--- src/rac_pkg.sv ---
`default_nettype none
package rac_pkg;
    // register offsets on the serial register port
    localparam logic [3:0] ADDR_CTRL      = 4'hE;
    localparam logic [3:0] ADDR_STAT      = 4'hF;
    // interrupt_control fields
    localparam int         CTRL_WEEK_EN   = 7;
    localparam int         CTRL_DAY_EN    = 6;
    localparam int         CTRL_SEL_LSB   = 0;
    // interrupt_status fields
    localparam int         STAT_HALT      = 5;
    localparam int         STAT_PER       = 2;
    localparam int         STAT_WEEK      = 1;
    localparam int         STAT_DAY       = 0;
    // reset values: power-up from 0 V reports an oscillation halt
    localparam logic [7:0] CTRL_RESET     = 8'h00;
    localparam logic [7:0] STAT_RESET     = 8'h20;
    // calendar values that mark period boundaries (bcd)
    localparam logic [7:0] BCD_ZERO       = 8'h00;
    localparam logic [7:0] BCD_FIRST_DAY  = 8'h01;
    // timing
    localparam int         CLK_PERIOD_NS  = 50;
    localparam int         SEC_NS         = 1_000_000_000;
    localparam int         SEC_CYC_DEF    = SEC_NS / CLK_PERIOD_NS;
    localparam int         INC_DELAY_US   = 92;
    localparam int         INC_DELAY_CYC  = INC_DELAY_US * 1000 / CLK_PERIOD_NS;
    localparam int         ADJ_MAX_US     = 3784;
    localparam int         ADJ_MAX_CYC    = ADJ_MAX_US * 1000 / CLK_PERIOD_NS;
    localparam int         ADJ_EVERY_SEC  = 20;
    localparam int         CNT_W          = 26;
    localparam int         ADJ_W          = 18;
    // periodic select encodings
    typedef enum logic [2:0] {
        PER_OFF   = 3'b000,
        PER_LOW   = 3'b001,
        PER_2HZ   = 3'b010,
        PER_1HZ   = 3'b011,
        PER_SEC   = 3'b100,
        PER_MIN   = 3'b101,
        PER_HOUR  = 3'b110,
        PER_MONTH = 3'b111
    } rac_per_mode_t;
endpackage : rac_pkg
`default_nettype wire

--- src/rac_alarm_cmp.sv ---
`timescale 1ns/1ps
`default_nettype none
module rac_alarm_cmp
    import rac_pkg::*;
(
    // clock and reset
    input  wire logic       clk,
    input  wire logic       rst_n,
    // comparison inputs
    input  wire logic       enable,
    input  wire logic       wday_ok,
    input  wire logic [7:0] cur_hour,
    input  wire logic [7:0] cur_min,
    input  wire logic [7:0] alm_hour,
    input  wire logic [7:0] alm_min,
    // result
    output logic            set_pulse
);
    logic match;
    logic match_q;

    assign match = wday_ok && (cur_hour == alm_hour) && (cur_min == alm_min);

    always_ff @(posedge clk or negedge rst_n) begin
        if (!rst_n) begin
            match_q <= 1'b0;
        end else begin
            match_q <= match;
        end
    end

    // only the start of a match counts, so arming during a match waits for the next one
    always_ff @(posedge clk or negedge rst_n) begin
        if (!rst_n) begin
            set_pulse <= 1'b0;
        end else begin
            set_pulse <= enable && match && !match_q; // see RQ6 see RQ9
        end
    end
endmodule : rac_alarm_cmp
`default_nettype wire

--- src/rac_timebase.sv ---
`timescale 1ns/1ps
`default_nettype none
module rac_timebase
    import rac_pkg::*;
#(
    parameter int unsigned SEC_CYC = SEC_CYC_DEF
)(
    // clock and reset
    input  wire logic              clk,
    input  wire logic              rst_n,
    // control
    input  wire logic              restart,
    input  wire logic              adj_en,
    input  wire logic signed [ADJ_W-1:0] adj_cycles,
    // timing outputs
    output logic                   sec_inc,
    output logic                   p1_low,
    output logic                   p2_low
);
    localparam logic [CNT_W-1:0] SEC_LEN  = CNT_W'(SEC_CYC);
    localparam logic [CNT_W-1:0] HALF_LEN = CNT_W'(SEC_CYC / 2);
    localparam logic [CNT_W-1:0] QTR_LEN  = CNT_W'(SEC_CYC / 4);
    localparam logic [CNT_W-1:0] INC_AT   = CNT_W'(INC_DELAY_CYC);
    localparam logic signed [ADJ_W-1:0] ADJ_HI = ADJ_W'(ADJ_MAX_CYC);
    localparam logic signed [ADJ_W-1:0] ADJ_LO = ADJ_W'(-ADJ_MAX_CYC);
    localparam logic [4:0] ADJ_LAST = 5'(ADJ_EVERY_SEC - 1);

    logic [CNT_W-1:0]       cnt;
    logic [CNT_W-1:0]       next_cnt;
    logic [4:0]             sec_mod;
    logic signed [ADJ_W-1:0] adj_clamp;
    logic [CNT_W-1:0]       adj_now;
    logic [CNT_W-1:0]       len;
    logic [CNT_W-1:0]       half;
    logic                   wrap;

    // one second in twenty is stretched or shrunk by the clamped amount
    always_comb begin
        adj_clamp = adj_cycles;
        if (adj_cycles > ADJ_HI) begin
            adj_clamp = ADJ_HI;
        end else if (adj_cycles < ADJ_LO) begin
            adj_clamp = ADJ_LO;
        end
        adj_now = (adj_en && sec_mod == 5'h00) ? CNT_W'(adj_clamp) : '0; // see RQ18
        len     = SEC_LEN + adj_now;
        half    = HALF_LEN + adj_now;
        wrap    = (cnt == len - 1'b1);
        if (restart) begin
            next_cnt = '0; // see RQ17
        end else if (wrap) begin
            next_cnt = '0;
        end else begin
            next_cnt = cnt + 1'b1;
        end
    end

    always_ff @(posedge clk or negedge rst_n) begin
        if (!rst_n) begin
            cnt     <= '0;
            sec_mod <= '0;
        end else begin
            cnt <= next_cnt;
            if (restart) begin
                sec_mod <= '0;
            end else if (wrap) begin
                sec_mod <= (sec_mod == ADJ_LAST) ? 5'h00 : sec_mod + 5'h01;
            end
        end
    end

    // falling edge at count zero, second increment a fixed delay later
    always_ff @(posedge clk or negedge rst_n) begin
        if (!rst_n) begin
            sec_inc <= 1'b0;
            p1_low  <= 1'b0;
            p2_low  <= 1'b0;
        end else begin
            sec_inc <= !restart && (next_cnt == INC_AT); // see RQ16
            p1_low  <= next_cnt < half; // see RQ15
            p2_low  <= (next_cnt < QTR_LEN + adj_now) ||
                       (next_cnt >= half && next_cnt < half + QTR_LEN);
        end
    end
endmodule : rac_timebase
`default_nettype wire

--- src/rac_irq_top.sv ---
`timescale 1ns/1ps
`default_nettype none
// Function
// RQ1: alarm time match drives interrupt low
// RQ2: status flags at bits two, one, zero
// RQ3: enables at bits seven, six, selects low
// RQ4: reset defaults keep interrupt released high
// RQ5: any active source pulls output low
// RQ6: alarm enable gates its comparator
// RQ7: writing zero clears flag, one ignored
// RQ8: flag clear leaves enable armed
// RQ9: enabling during match waits next match
// RQ10: host disables, loads, then enables alarm
// RQ11: select codes off, low, 2Hz, 1Hz
// RQ12: level codes second, minute, hour, month
// RQ13: level event at each period boundary
// RQ14: level output holds until flag cleared
// RQ15: pulse falling edges align with seconds
// RQ16: second increments 92 us after fall
// RQ17: second write restarts divider, output low
// RQ18: adjustment alters one second in twenty
// RQ19: flags record which source interrupted
// RQ20: output is open-drain pull-down enable
// RQ21: oscillation halt clears enables and flags
module rac_irq_top
    import rac_pkg::*;
#(
    parameter int unsigned SEC_CYC = SEC_CYC_DEF
)(
    // clock and reset
    input  wire logic              core_clk,
    input  wire logic              rst_n,
    // register port
    input  wire logic [3:0]        reg_addr,
    input  wire logic [7:0]        reg_wdata,
    input  wire logic              reg_wr,
    output logic      [7:0]        reg_rdata,
    // time counters
    input  wire logic [2:0]        cur_wday,
    input  wire logic [7:0]        cur_hour,
    input  wire logic [7:0]        cur_min,
    input  wire logic [7:0]        cur_sec,
    input  wire logic [7:0]        cur_mday,
    input  wire logic              sec_write,
    output logic                   sec_inc,
    // alarm settings
    input  wire logic [6:0]        alm_w_wday,
    input  wire logic [7:0]        alm_w_hour,
    input  wire logic [7:0]        alm_w_min,
    input  wire logic [7:0]        alm_d_hour,
    input  wire logic [7:0]        alm_d_min,
    // oscillator status and adjustment
    input  wire logic              osc_halt_det,
    input  wire logic              adj_en,
    input  wire logic signed [ADJ_W-1:0] adj_cycles,
    // interrupt pin
    output logic                   irq_out_n,
    output logic                   irq_oe
);
    logic          rst_meta_n;
    logic          rst_sync_n;
    logic          week_alarm_enable;
    logic          day_alarm_enable;
    rac_per_mode_t per_mode;
    logic          week_alarm_flag;
    logic          day_alarm_flag;
    logic          periodic_flag;
    logic          osc_halt_flag;
    logic          wr_ctrl;
    logic          wr_stat;
    logic          week_set;
    logic          day_set;
    logic          p1_low;
    logic          p2_low;
    logic          sec_inc_q;
    logic          level_mode;
    logic          lvl_evt;
    logic          per_set;
    logic          per_low;
    logic          next_irq_low;

    // reset release through two flops
    always_ff @(posedge core_clk or negedge rst_n) begin
        if (!rst_n) begin
            rst_meta_n <= 1'b0;
            rst_sync_n <= 1'b0;
        end else begin
            rst_meta_n <= 1'b1;
            rst_sync_n <= rst_meta_n;
        end
    end

    assign wr_ctrl = reg_wr && (reg_addr == ADDR_CTRL);
    assign wr_stat = reg_wr && (reg_addr == ADDR_STAT);

    // interrupt_control
    always_ff @(posedge core_clk or negedge rst_sync_n) begin
        if (!rst_sync_n) begin
            week_alarm_enable <= CTRL_RESET[CTRL_WEEK_EN]; // see RQ4
            day_alarm_enable  <= CTRL_RESET[CTRL_DAY_EN];
            per_mode          <= rac_per_mode_t'(CTRL_RESET[CTRL_SEL_LSB +: 3]);
        end else if (osc_halt_det) begin
            week_alarm_enable <= 1'b0; // see RQ21
            day_alarm_enable  <= 1'b0;
            per_mode          <= PER_OFF;
        end else if (wr_ctrl) begin
            week_alarm_enable <= reg_wdata[CTRL_WEEK_EN]; // see RQ3
            day_alarm_enable  <= reg_wdata[CTRL_DAY_EN];
            per_mode          <= rac_per_mode_t'(reg_wdata[CTRL_SEL_LSB +: 3]);
        end
    end

    rac_alarm_cmp u_week_cmp (
        .clk       (core_clk),
        .rst_n     (rst_sync_n),
        .enable    (week_alarm_enable),
        .wday_ok   (alm_w_wday[cur_wday]),
        .cur_hour  (cur_hour),
        .cur_min   (cur_min),
        .alm_hour  (alm_w_hour),
        .alm_min   (alm_w_min),
        .set_pulse (week_set)
    );

    rac_alarm_cmp u_day_cmp (
        .clk       (core_clk),
        .rst_n     (rst_sync_n),
        .enable    (day_alarm_enable),
        .wday_ok   (1'b1),
        .cur_hour  (cur_hour),
        .cur_min   (cur_min),
        .alm_hour  (alm_d_hour),
        .alm_min   (alm_d_min),
        .set_pulse (day_set)
    );

    rac_timebase #(
        .SEC_CYC (SEC_CYC)
    ) u_timebase (
        .clk        (core_clk),
        .rst_n      (rst_sync_n),
        .restart    (sec_write),
        .adj_en     (adj_en),
        .adj_cycles (adj_cycles),
        .sec_inc    (sec_inc),
        .p1_low     (p1_low),
        .p2_low     (p2_low)
    );

    // counters show the new second one cycle after the increment
    always_ff @(posedge core_clk or negedge rst_sync_n) begin
        if (!rst_sync_n) begin
            sec_inc_q <= 1'b0;
        end else begin
            sec_inc_q <= sec_inc;
        end
    end

    assign level_mode = per_mode[2];

    always_comb begin
        case (per_mode)
            PER_SEC:   lvl_evt = sec_inc_q; // see RQ12 see RQ13
            PER_MIN:   lvl_evt = sec_inc_q && cur_sec == BCD_ZERO;
            PER_HOUR:  lvl_evt = sec_inc_q && cur_sec == BCD_ZERO && cur_min == BCD_ZERO;
            PER_MONTH: lvl_evt = sec_inc_q && cur_sec == BCD_ZERO && cur_min == BCD_ZERO &&
                                 cur_hour == BCD_ZERO && cur_mday == BCD_FIRST_DAY;
            default:   lvl_evt = 1'b0;
        endcase
    end

    always_comb begin
        case (per_mode)
            PER_OFF: per_low = 1'b0; // see RQ11
            PER_LOW: per_low = 1'b1;
            PER_2HZ: per_low = p2_low;
            PER_1HZ: per_low = p1_low;
            default: per_low = periodic_flag; // see RQ14
        endcase
    end

    assign per_set = level_mode ? lvl_evt : per_low;

    // interrupt_status flags: a set in the same cycle as a clear wins
    always_ff @(posedge core_clk or negedge rst_sync_n) begin
        if (!rst_sync_n) begin
            week_alarm_flag <= STAT_RESET[STAT_WEEK];
            day_alarm_flag  <= STAT_RESET[STAT_DAY];
            periodic_flag   <= STAT_RESET[STAT_PER];
        end else if (osc_halt_det) begin
            week_alarm_flag <= 1'b0; // see RQ21
            day_alarm_flag  <= 1'b0;
            periodic_flag   <= 1'b0;
        end else begin
            week_alarm_flag <= week_set || (week_alarm_flag && !(wr_stat && !reg_wdata[STAT_WEEK])); // see RQ7 see RQ19
            day_alarm_flag  <= day_set || (day_alarm_flag && !(wr_stat && !reg_wdata[STAT_DAY]));
            periodic_flag   <= per_set || (periodic_flag && !(wr_stat && !reg_wdata[STAT_PER]));
        end
    end

    always_ff @(posedge core_clk or negedge rst_sync_n) begin
        if (!rst_sync_n) begin
            osc_halt_flag <= STAT_RESET[STAT_HALT];
        end else begin
            osc_halt_flag <= osc_halt_det || (osc_halt_flag && !(wr_stat && !reg_wdata[STAT_HALT]));
        end
    end

    always_ff @(posedge core_clk or negedge rst_sync_n) begin
        if (!rst_sync_n) begin
            reg_rdata <= 8'h00;
        end else begin
            case (reg_addr)
                ADDR_CTRL: reg_rdata <= {week_alarm_enable, day_alarm_enable, 3'b000, per_mode}; // see RQ3
                ADDR_STAT: reg_rdata <= {2'b00, osc_halt_flag, 2'b00,
                                         periodic_flag, week_alarm_flag, day_alarm_flag}; // see RQ2
                default:   reg_rdata <= 8'h00;
            endcase
        end
    end

    // wired-or of all asserted sources onto one pull-down
    assign next_irq_low = (week_alarm_flag && week_alarm_enable) || // see RQ1 see RQ5 see RQ8
                          (day_alarm_flag && day_alarm_enable) || per_low;

    always_ff @(posedge core_clk or negedge rst_sync_n) begin
        if (!rst_sync_n) begin
            irq_out_n <= 1'b1;
            irq_oe    <= 1'b0;
        end else begin
            irq_out_n <= !next_irq_low; // see RQ20
            irq_oe    <= next_irq_low;
        end
    end

    a_pin_pair: assert property (@(posedge core_clk) disable iff (!rst_sync_n) // see RQ20
        irq_oe == !irq_out_n) else $error("pull-down enable and level disagree");
    a_week_alarm_irq: assert property (@(posedge core_clk) disable iff (!rst_sync_n) // see RQ1
        week_set && !osc_halt_det ##1 week_alarm_enable |=> !irq_out_n) else $error("weekly alarm did not pull low");
    a_flag_clear_wr: assert property (@(posedge core_clk) disable iff (!rst_sync_n) // see RQ7
        wr_stat && !reg_wdata[STAT_DAY] && !day_set |=> !day_alarm_flag) else $error("day flag not cleared");
    a_flag_write_one: assert property (@(posedge core_clk) disable iff (!rst_sync_n) // see RQ7
        wr_stat && reg_wdata[STAT_WEEK] && week_alarm_flag && !osc_halt_det |=> week_alarm_flag)
        else $error("writing one disturbed week flag");
    a_clear_keeps_en: assert property (@(posedge core_clk) disable iff (!rst_sync_n) // see RQ8
        wr_stat && !wr_ctrl && !osc_halt_det |=> $stable(week_alarm_enable) && $stable(day_alarm_enable))
        else $error("status write touched enables");
    a_idle_high: assert property (@(posedge core_clk) disable iff (!rst_sync_n) // see RQ4
        per_mode == PER_OFF && !week_alarm_enable && !day_alarm_enable |=> irq_out_n)
        else $error("interrupt low while all sources disabled");
    a_level_hold: assert property (@(posedge core_clk) disable iff (!rst_sync_n) // see RQ14
        level_mode && periodic_flag && !wr_stat && !osc_halt_det && !wr_ctrl |=> ##1 !irq_out_n)
        else $error("level interrupt released without clear");
    a_fixed_low: assert property (@(posedge core_clk) disable iff (!rst_sync_n) // see RQ11
        per_mode == PER_LOW && !wr_ctrl && !osc_halt_det |=> ##1 !irq_out_n) else $error("fixed low not driven");
    a_halt_clears: assert property (@(posedge core_clk) disable iff (!rst_sync_n) // see RQ21
        osc_halt_det |=> per_mode == PER_OFF && !week_alarm_enable && !day_alarm_flag && osc_halt_flag)
        else $error("halt did not clear interrupt state");
    a_sec_restart_low: assert property (@(posedge core_clk) disable iff (!rst_sync_n) // see RQ17
        sec_write && per_mode == PER_1HZ && !wr_ctrl && !osc_halt_det |=> ##1 !irq_out_n)
        else $error("second write did not drive output low");

    c_week_alarm: cover property (@(posedge core_clk) disable iff (!rst_sync_n) week_set ##2 !irq_out_n);
    c_level_clear: cover property (@(posedge core_clk) disable iff (!rst_sync_n)
        periodic_flag && level_mode && wr_stat && !reg_wdata[STAT_PER]);
    c_pulse_edge: cover property (@(posedge core_clk) disable iff (!rst_sync_n) per_mode == PER_2HZ && $rose(p2_low));
endmodule : rac_irq_top
`default_nettype wire

--- config.mk ---
export PLATFORM = sky130hd
export DESIGN_NAME = rac_irq_top
export DESIGN_NICKNAME = d
export VERILOG_FILES = /design/src/rac_pkg.sv /design/src/rac_alarm_cmp.sv /design/src/rac_timebase.sv /design/src/rac_irq_top.sv
export SDC_FILE = /design/constraint.sdc
export NUM_CORES = 1
export LEC_CHECK = 0
export BUFFER_PORTS_ARGS = -buffer_cell sky130_fd_sc_hd__buf_2
export CORE_MARGIN = 1.5
export CORE_UTILIZATION = 41
export CTS_BUF_LIST = sky130_fd_sc_hd__clkbuf_8
export CTS_CLUSTER_SIZE = 14
export DETAILED_ROUTE_END_ITERATION = 10
export SETUP_SLACK_MARGIN = 0.3
export SLEW_MARGIN = 25
export SYNTH_ARGS = -nofsm -noshare
export SYNTH_HDL_FRONTEND = slang
export SYNTH_SLANG_ARGS = --single-unit
--- constraint.sdc ---
create_clock -name core_clk -period 2.3 [get_ports core_clk]
set_clock_uncertainty 0.05 [all_clocks]
set_input_delay 0 -clock core_clk [delete_from_list [all_inputs] [get_ports core_clk]]
set_output_delay 0 -clock core_clk [all_outputs]
set_load 0.02 [all_outputs]
# Word-level counts from Yosys, hierarchy flattened

Index checks and enable logic that the tools add are counted.

Bits in read-only memories: 0
Input port bits: 110
Flip-flop bits (word level): 60
Latch bits: 0
Logic and storage cells: 128
Output and inout bits: 11
Bits in writable memories: 0
Memories: 0

$add $sub $neg: 7
Shift operators: 0
Muxes and demuxes: 23
Magnitude comparators: 7
Equal/unequal tests: 17
Reduce and logical (&&, ||, !) cells: 52
Divide/modulo/power cells: 0
$mul: 0
Bitwise logic cells: 0

Operators with widths:

| kind                                                  | count |
|---|---|
| less-than comparator 26 bit                           | 3 |
| two-way mux 26 bit                                    | 3 |
| two-way mux 18 bit                                    | 2 |
| equality test 8 bit                                   | 4 |
| adder 23 x 26 -> 26 bit, first input constant         | 1 |
| adder 24 x 26 -> 26 bit, first input constant         | 1 |
| adder 25 x 26 -> 26 bit, first input constant         | 1 |
| adder 26 x 1 -> 26 bit, second input constant         | 1 |
| adder 26 x 23 -> 26 bit, second input constant        | 1 |
| equality test 26 x 11 -> 1 bit, second input constant | 1 |
| equality test 26 bit                                  | 1 |
| greater-or-equal comparator 26 bit                    | 1 |
| logical AND 1 bit                                     | 26 |
| subtractor 26 x 1 -> 26 bit, second input constant    | 1 |
| logical NOT 8 bit                                     | 3 |
| > comparator 18 bit, second input constant            | 1 |
| less-than comparator 18 bit, second input constant    | 1 |
| case mux 8 bit (2 select lines)                       | 1 |
| two-way mux 5 bit                                     | 3 |
| equality test 3 bit, second input constant            | 4 |
| logical NOT 1 bit                                     | 12 |
| two-way mux 1 bit                                     | 9 |
| equality test 4 bit, second input constant            | 2 |
| equality test 8 x 1 -> 1 bit, second input constant   | 1 |
| 12 further kinds                                      | 22 |

# Depth between registers and ports, before layout

Word-level depth: 12
Depth in mapped cells: 36
Mapped depth without buffers: 31

# Modules after synthesis

A second synthesis with hierarchy kept.

Cell total of the unflattened synthesis: 842
Area total of the unflattened synthesis: 6816.5 µm²

Modules (own cells, without submodules):

| module        | times used | cells an instance | area each (µm²) | seq. area each (µm²) |
|---|---|---|---|---|
| rac_timebase  | 1          | 703               | 5366.4          | 850.8 |
| rac_irq_top   | 1          | 87                | 964.7           | 503.0 |
| rac_alarm_cmp | 2          | 26                | 242.7           | 50.0 |

# Worst setup path after synthesis

Ideal clock, no wire load.

Kind: input port to flip-flop
From: in adj_cycles[10]
To: reg u_timebase.p2_low
Arrival time: 7026 ps
Slack: -4866 ps
Library setup time: 90 ps
Path buffers: 5
Cell stages on the path: 36
Required time: 2160 ps
Cell sequence: buf_2 nor4_1 a21oi_1 o211a_1 o21ai_0 ha_1 clkbuf_1 or4_1 nor2_1 clkbuf_1 nand2_1 o21ai_1 ha_1 inv_1 nand2_1 o21ai_0 a311oi_1 xnor2_1 a221o_1 or3b_1 or4_4 o21ai_1 buf_4 buf_6 nor2_1 ha_1 nor2b_1 o21ai_0 nand2b_1 a21oi_1 a211oi_1 a211o_1 a31oi_1 o41ai_1 a311o_1 o2111ai_1

Word-level cells in the longest chain between the ends: 12
Elaborated cells between the ends (all ways): 18
Classes of those cells: 5 x add/sub; 5 x order compare; 1 x eq/ne; 5 x mux; 2 x reduce/logical

Ends and longest elaborated chain:

| item                                                                              | line               | text |
|---|---|---|
| from (decl)                                                                       | rac_irq_top.sv:55  | `input wire logic signed [ADJ_W-1:0] adj_cycles,` |
| less-than comparator 18 bit                                                       | rac_timebase.sv:42 | `end else if (adj_cycles < ADJ_LO) begin` |
| two-way mux 18 bit                                                                | rac_timebase.sv:42 |  |
| two-way mux 18 bit *                                                              | rac_timebase.sv:40 | `if (adj_cycles > ADJ_HI) begin` |
| two-way mux 26 bit *                                                              | rac_timebase.sv:45 | `adj_now = (adj_en && sec_mod == 5'h00) ? CNT_W'(adj_clamp) : '0;` |
| adder 25 x 26 -> 26 bit *                                                         | rac_timebase.sv:46 | `len = SEC_LEN + adj_now;` |
| subtractor 26 x 1 -> 26 bit *                                                     | rac_timebase.sv:48 | `wrap = (cnt == len - 1'b1);` |
| equality test 26 bit *                                                            | rac_timebase.sv:48 |  |
| two-way mux 26 bit *                                                              | rac_timebase.sv:51 | `end else if (wrap) begin` |
| two-way mux 26 bit *                                                              | rac_timebase.sv:49 | `if (restart) begin` |
| named net u_timebase.next_cnt[1]                                                  | rac_timebase.sv:29 | `logic [CNT_W-1:0] next_cnt;` |
| greater-or-equal comparator 26 bit or less-than comparator 26 bit (tied branches) | rac_timebase.sv:82 | `(next_cnt >= half && next_cnt < half + QTR_LEN);` |
| logical AND 1 bit                                                                 | rac_timebase.sv:82 |  |
| logical OR 1 bit *                                                                | rac_timebase.sv:81 | `p2_low <= (next_cnt < QTR_LEN + adj_now) \|\|` |
| to (signal assigned)                                                              | rac_timebase.sv:81 |  |
| to (decl)                                                                         | rac_timebase.sv:18 | `output logic p2_low` |

Mark *: on every way through the listed nets, which the timed path passes. The rest lies on a longest branch.
A chain may end at the register's enable or synchronous reset.

# Worst setup path after layout

From: in adj_cycles[7]
To: reg u_timebase.p2_low

Word-level cells in the longest chain between the ends: 12
Elaborated cells between the ends (all ways): 18
Classes of those cells: 5 x add/sub; 5 x order compare; 1 x eq/ne; 5 x mux; 2 x reduce/logical

Ends and longest elaborated chain:

| item                                                                              | line |
|---|---|
| less-than comparator 18 bit                                                       | rac_timebase.sv:42 |
| two-way mux 18 bit                                                                | rac_timebase.sv:42 |
| two-way mux 18 bit *                                                              | rac_timebase.sv:40 |
| two-way mux 26 bit *                                                              | rac_timebase.sv:45 |
| adder 25 x 26 -> 26 bit                                                           | rac_timebase.sv:46 |
| subtractor 26 x 1 -> 26 bit                                                       | rac_timebase.sv:48 |
| equality test 26 bit                                                              | rac_timebase.sv:48 |
| two-way mux 26 bit                                                                | rac_timebase.sv:51 |
| two-way mux 26 bit                                                                | rac_timebase.sv:49 |
| greater-or-equal comparator 26 bit or less-than comparator 26 bit (tied branches) | rac_timebase.sv:82 |
| logical AND 1 bit                                                                 | rac_timebase.sv:82 |
| logical OR 1 bit *                                                                | rac_timebase.sv:81 |

Every way passes the cells marked *; elsewhere a longest branch is shown, timed or not.

==> run summary <==
The run finished, with violations left. The checks that failed: setup timing. For this run, design rule violations remaining after detail routing come to 0. The standby leakage power came out at 5.50 nW.

The count of boundary I/O pins is 121. For this run, the number of standard cells in the final layout without fillers is 1,564. Measured against its own limit, the worst slew margin works out to 65.2%. Critical-path cell with the highest stage delay: sky130_fd_sc_hd__a211o_1. In this run the remaining antenna-violating nets after routing total 0. Number of antenna violations at the first check in global routing: 1. The library cells used most frequently in the layout, excluding fill and tap cells, are sky130_fd_sc_hd__buf_4 (312), sky130_fd_sc_hd__buf_2 (114), sky130_fd_sc_hd__nor2_1 (62), sky130_fd_sc_hd__xnor2_1 (61), sky130_fd_sc_hd__dfrtp_1 (55).

Including well taps, the total number of placed cells is 1,442. The tools report the cell chosen for the clock root as sky130_fd_sc_hd__clkbuf_8. The run gives 1,209 as the number of fillers in the final layout.

Clock-pin slew was measured on the worst setup and hold paths at 70 ps. For this run, the leading register cell type out of synthesis is sky130_fd_sc_hd__dfrtp_1. The maximum net fanout on the critical path is 4. The average footprint of a synthesized cell was 7.94 um2; the number of instances in the synthesized netlist was 850.

The fraction of registers with async set or reset after synthesis works out to 100%. After synthesis, the largest family of logic cells by area is simple AND/OR/NAND/NOR gates. Relative to the synthesized area, the layout overhead comes to 71.4%.

The library cell used most frequently in the layout, excluding fill and tap cells, is sky130_fd_sc_hd__buf_4. The tools report the endpoint class of the critical path as a flip-flop. For the worst setup path, the data required time is 2520 ps.

The placeable core region is 16,000 um2. Measured along the x axis, the die boundary spans 131 um. After synthesis, flip-flops and latches occupy 21.5% of the total area. After legalization and detailed placement, the total HPWL measured 20.8 mm. The pin slew with the least headroom to its limit was 518 ps; the worst-skew pair later-pin latency was 370 ps.

The final cycle utilization of the critical path works out to 263%. For the worst setup path, the data arrival time is 6280 ps. In this run, synthesis produced a sequential element count of 58.

For this run the aggregate overflow at the end of global routing stands at 0. The tools report the number of global-route vias before repair as 8,933. TritonCTS built the clock tree. The synthesized-area fraction occupied by ao, oa, aoi and oai cells is 20.9%.

Derived from the worst setup path, the maximum achievable clock frequency is 0.165 GHz. The run gives 32.5% as the combined global-route utilization of all metal layers. During synthesis, Yosys emitted a total of 0 warnings. The sequential cells in the finished layout cover a total of 1460 um2. Worst-case clock buffer depth: 2. Total power for the finished layout comes to 4.04 mW. The final layout contains routed wiring with a total length of 28.7 mm. The utilization after layout was 72.3%. The final hold slack is 28.2 ps, and the number of buffers inserted by port buffering is 116. The first detailed-routing pass ran for 5 iterations. After Yosys synthesis, full adders, half adders and majority gates account for 11.1% of the synthesized area.

The hold violation total from the final report was 0; the proportion of synthesized area in mux cells was 2.32%. Entering global routing, the biggest net connects 57 pins. Summed over all failing endpoints, the final setup total negative slack is -76,910 ps. The number of synthesized flops with an enable pin was 0.

In the routed layout, each cell is associated on average with a via count of 5.58. The category of the critical setup timing path was input pin to flip-flop. The number of max-slew violations in the final report is 0, and the simple-gate share of the synthesized area is 25.5%.

In this run, CTS created clock tree buffers numbering 9. Yosys mapped the design onto 79 distinct sky130hd cell types. Setup violations remaining at the end of the flow were counted as 34.

Summing all multi-input logic gate instances after layout gives 5610 um2. Summing the areas of all xor and xnor instances in the mapped netlist gives 14.2% of the synthesized area. The count of standard-cell rows was 46.

The post-route netlist has 43.6% of its cells at a drive strength greater than 1. Worst path setup slack after routing: -3760 ps. The power density normalized to cell area is 349 nW/um2. The weighted congestion at the end of routability-driven global placement was 0.960. In this run the vertical extent of the chip is 131 um. Type of the most critical hold path: input pin to flip-flop. Summing over every cut layer, the via total after detailed routing is 8,731.

The logs give 58 for the clock sink count and 1,512 for the final layout net count. The initial core utilization is 42.2%. STA classifies the critical path startpoint as an input pin.

Setup repair after global routing could not meet its margin everywhere. In this run the cell area of the synthesized design comes to 6750 um2. For the number of violations reported at the end of detailed-routing iteration 0, the log shows 510. For this run, the slowest stage of the critical path takes 350 ps.

Peak supply drop: 0.000239 V. The first global-routing pass estimated 44.5 mm of wire. Among the stages of the critical path, the cell type that occurs most often is sky130_fd_sc_hd__buf_4.

For the reported max-cap violation count, the log shows 0. The routed length per placed instance works out to 18.3 um. For the floorplan die area, the log shows 17,200 um2. The clock tree synthesis step divided the H-tree into 3 levels.

Time the final worst path needs with I/O delays and setup: 6060 ps.
[worst paths after layout]
| check | endpoint | cells past startpoint | from | slack [ps] |
|---|---|---|---|---|
| max | u_timebase.p2_low$_DFF_PN0_ | 44 | adj_cycles[7] | -3760 |
| min | reg_rdata[7]$_DFF_PN0_ | 4 | reg_addr[2] | 30 |
| min reg2reg | u_timebase.sec_mod[2]$_DFFE_PN0P_ | 1 | rst_sync_n$_DFF_PN0_ | 230 |
| min in group asynchronous | u_timebase.sec_mod[2]$_DFFE_PN0P_ | 1 | rst_sync_n$_DFF_PN0_ | 230 |
| max in group asynchronous | rst_sync_n$_DFF_PN0_ | 3 | rst_n | 1600 |
| max reg2reg | u_timebase.p2_low$_DFF_PN0_ | 32 | u_timebase.sec_mod[0]$_DFFE_PN0P_ | -3700 |
[critical path: cells and delay by family]
family / cells / cell delay [ps]
buf+inv: 24 / 2870
compound gates: 12 / 2100
simple gates: 6 / 940
fa+ha+maj: 2 / 380
[cell usage after synthesis, types with 11 or more instances]
master,count,area (um2)
sky130_fd_sc_hd__inv_1,32,120
sky130_fd_sc_hd__dfrtp_1,56,1400
sky130_fd_sc_hd__xnor2_1,62,543
sky130_fd_sc_hd__a21oi_1,47,235
sky130_fd_sc_hd__xor2_1,45,394
sky130_fd_sc_hd__nor3_1,23,115
sky130_fd_sc_hd__nand2b_1,12,75.1
sky130_fd_sc_hd__ha_1,60,751
sky130_fd_sc_hd__nand3_1,39,195
sky130_fd_sc_hd__o21ai_0,56,280
sky130_fd_sc_hd__nor2_1,84,315
sky130_fd_sc_hd__nand2_1,49,184
sky130_fd_sc_hd__clkbuf_1,22,82.6
sky130_fd_sc_hd__a31oi_1,11,68.8
sky130_fd_sc_hd__a21o_1,14,105
sky130_fd_sc_hd__nand4_1,22,138
sky130_fd_sc_hd__nor2b_1,11,68.8
sky130_fd_sc_hd__nor4_1,24,150
[per-stage QoR]
step                      setup WS (ps)  area [um2]
after floorplan                   -3820        6940
after global placement            -4200        9810
after detailed placement          -4370        9810
after CTS                         -3480       11300
after global routing              -3930       11600
final                             -3760       11600
[layer usage]
| metal | GRT usage (%) | vias up | part of all wire (%) |
|---|---|---|---|
| li1 | - | 4119 | - |
| met1 | 38.1 | 4127 | 41 |
| met2 | 56.6 | 368 | 48 |
| met3 | 5.52 | 117 | 5.4 |
| met4 | 18.0 | 0 | 5.4 |
| met5 | 0 | - | 0 |
[power by group]
group	switching [mW]	internal, mW
Sequential	0.00952	1.03
Clock	0.463	0.665
Combinational	0.912	0.959
Total	1.38	2.65
[kinds of logic after synthesis]
family | Yosys count
AOI/OAI and AO/OA | 216
xor gates and xnor gates | 108
adders and majority gates | 60
buffers and inverters | 67
DFF | 58
muxes | 14
other | 2
and+or+nand+nor | 325
[what timing repair did]
action	CTS	global route
buffers inserted	43	9
hold endpoints to repair	20	0
setup endpoints to repair	34	35
hold buffers	52	0
resized for setup	99	39
cloned	1	0
pin swaps	55	34
[cell type report]
class / instances / share of cell area, %
multi-input cells: 727 / 48.5
diodes: 1 / 0.0216
clock buffers: 11 / 1.31
flip-flops and latches: 58 / 12.6
well taps: 216 / 2.34
clock inverters: 5 / 0.681
inverters: 33 / 1.08
repair buffers: 513 / 33.5
[sequential cells by signal, summed over array words and instances, names as in the netlist, 3 cells and up]
name                flops
u_timebase.sec_mod      5
reg_rdata               6
u_timebase.cnt         26
per_mode                3
Note: power is estimated with default switching activity, not from simulation.
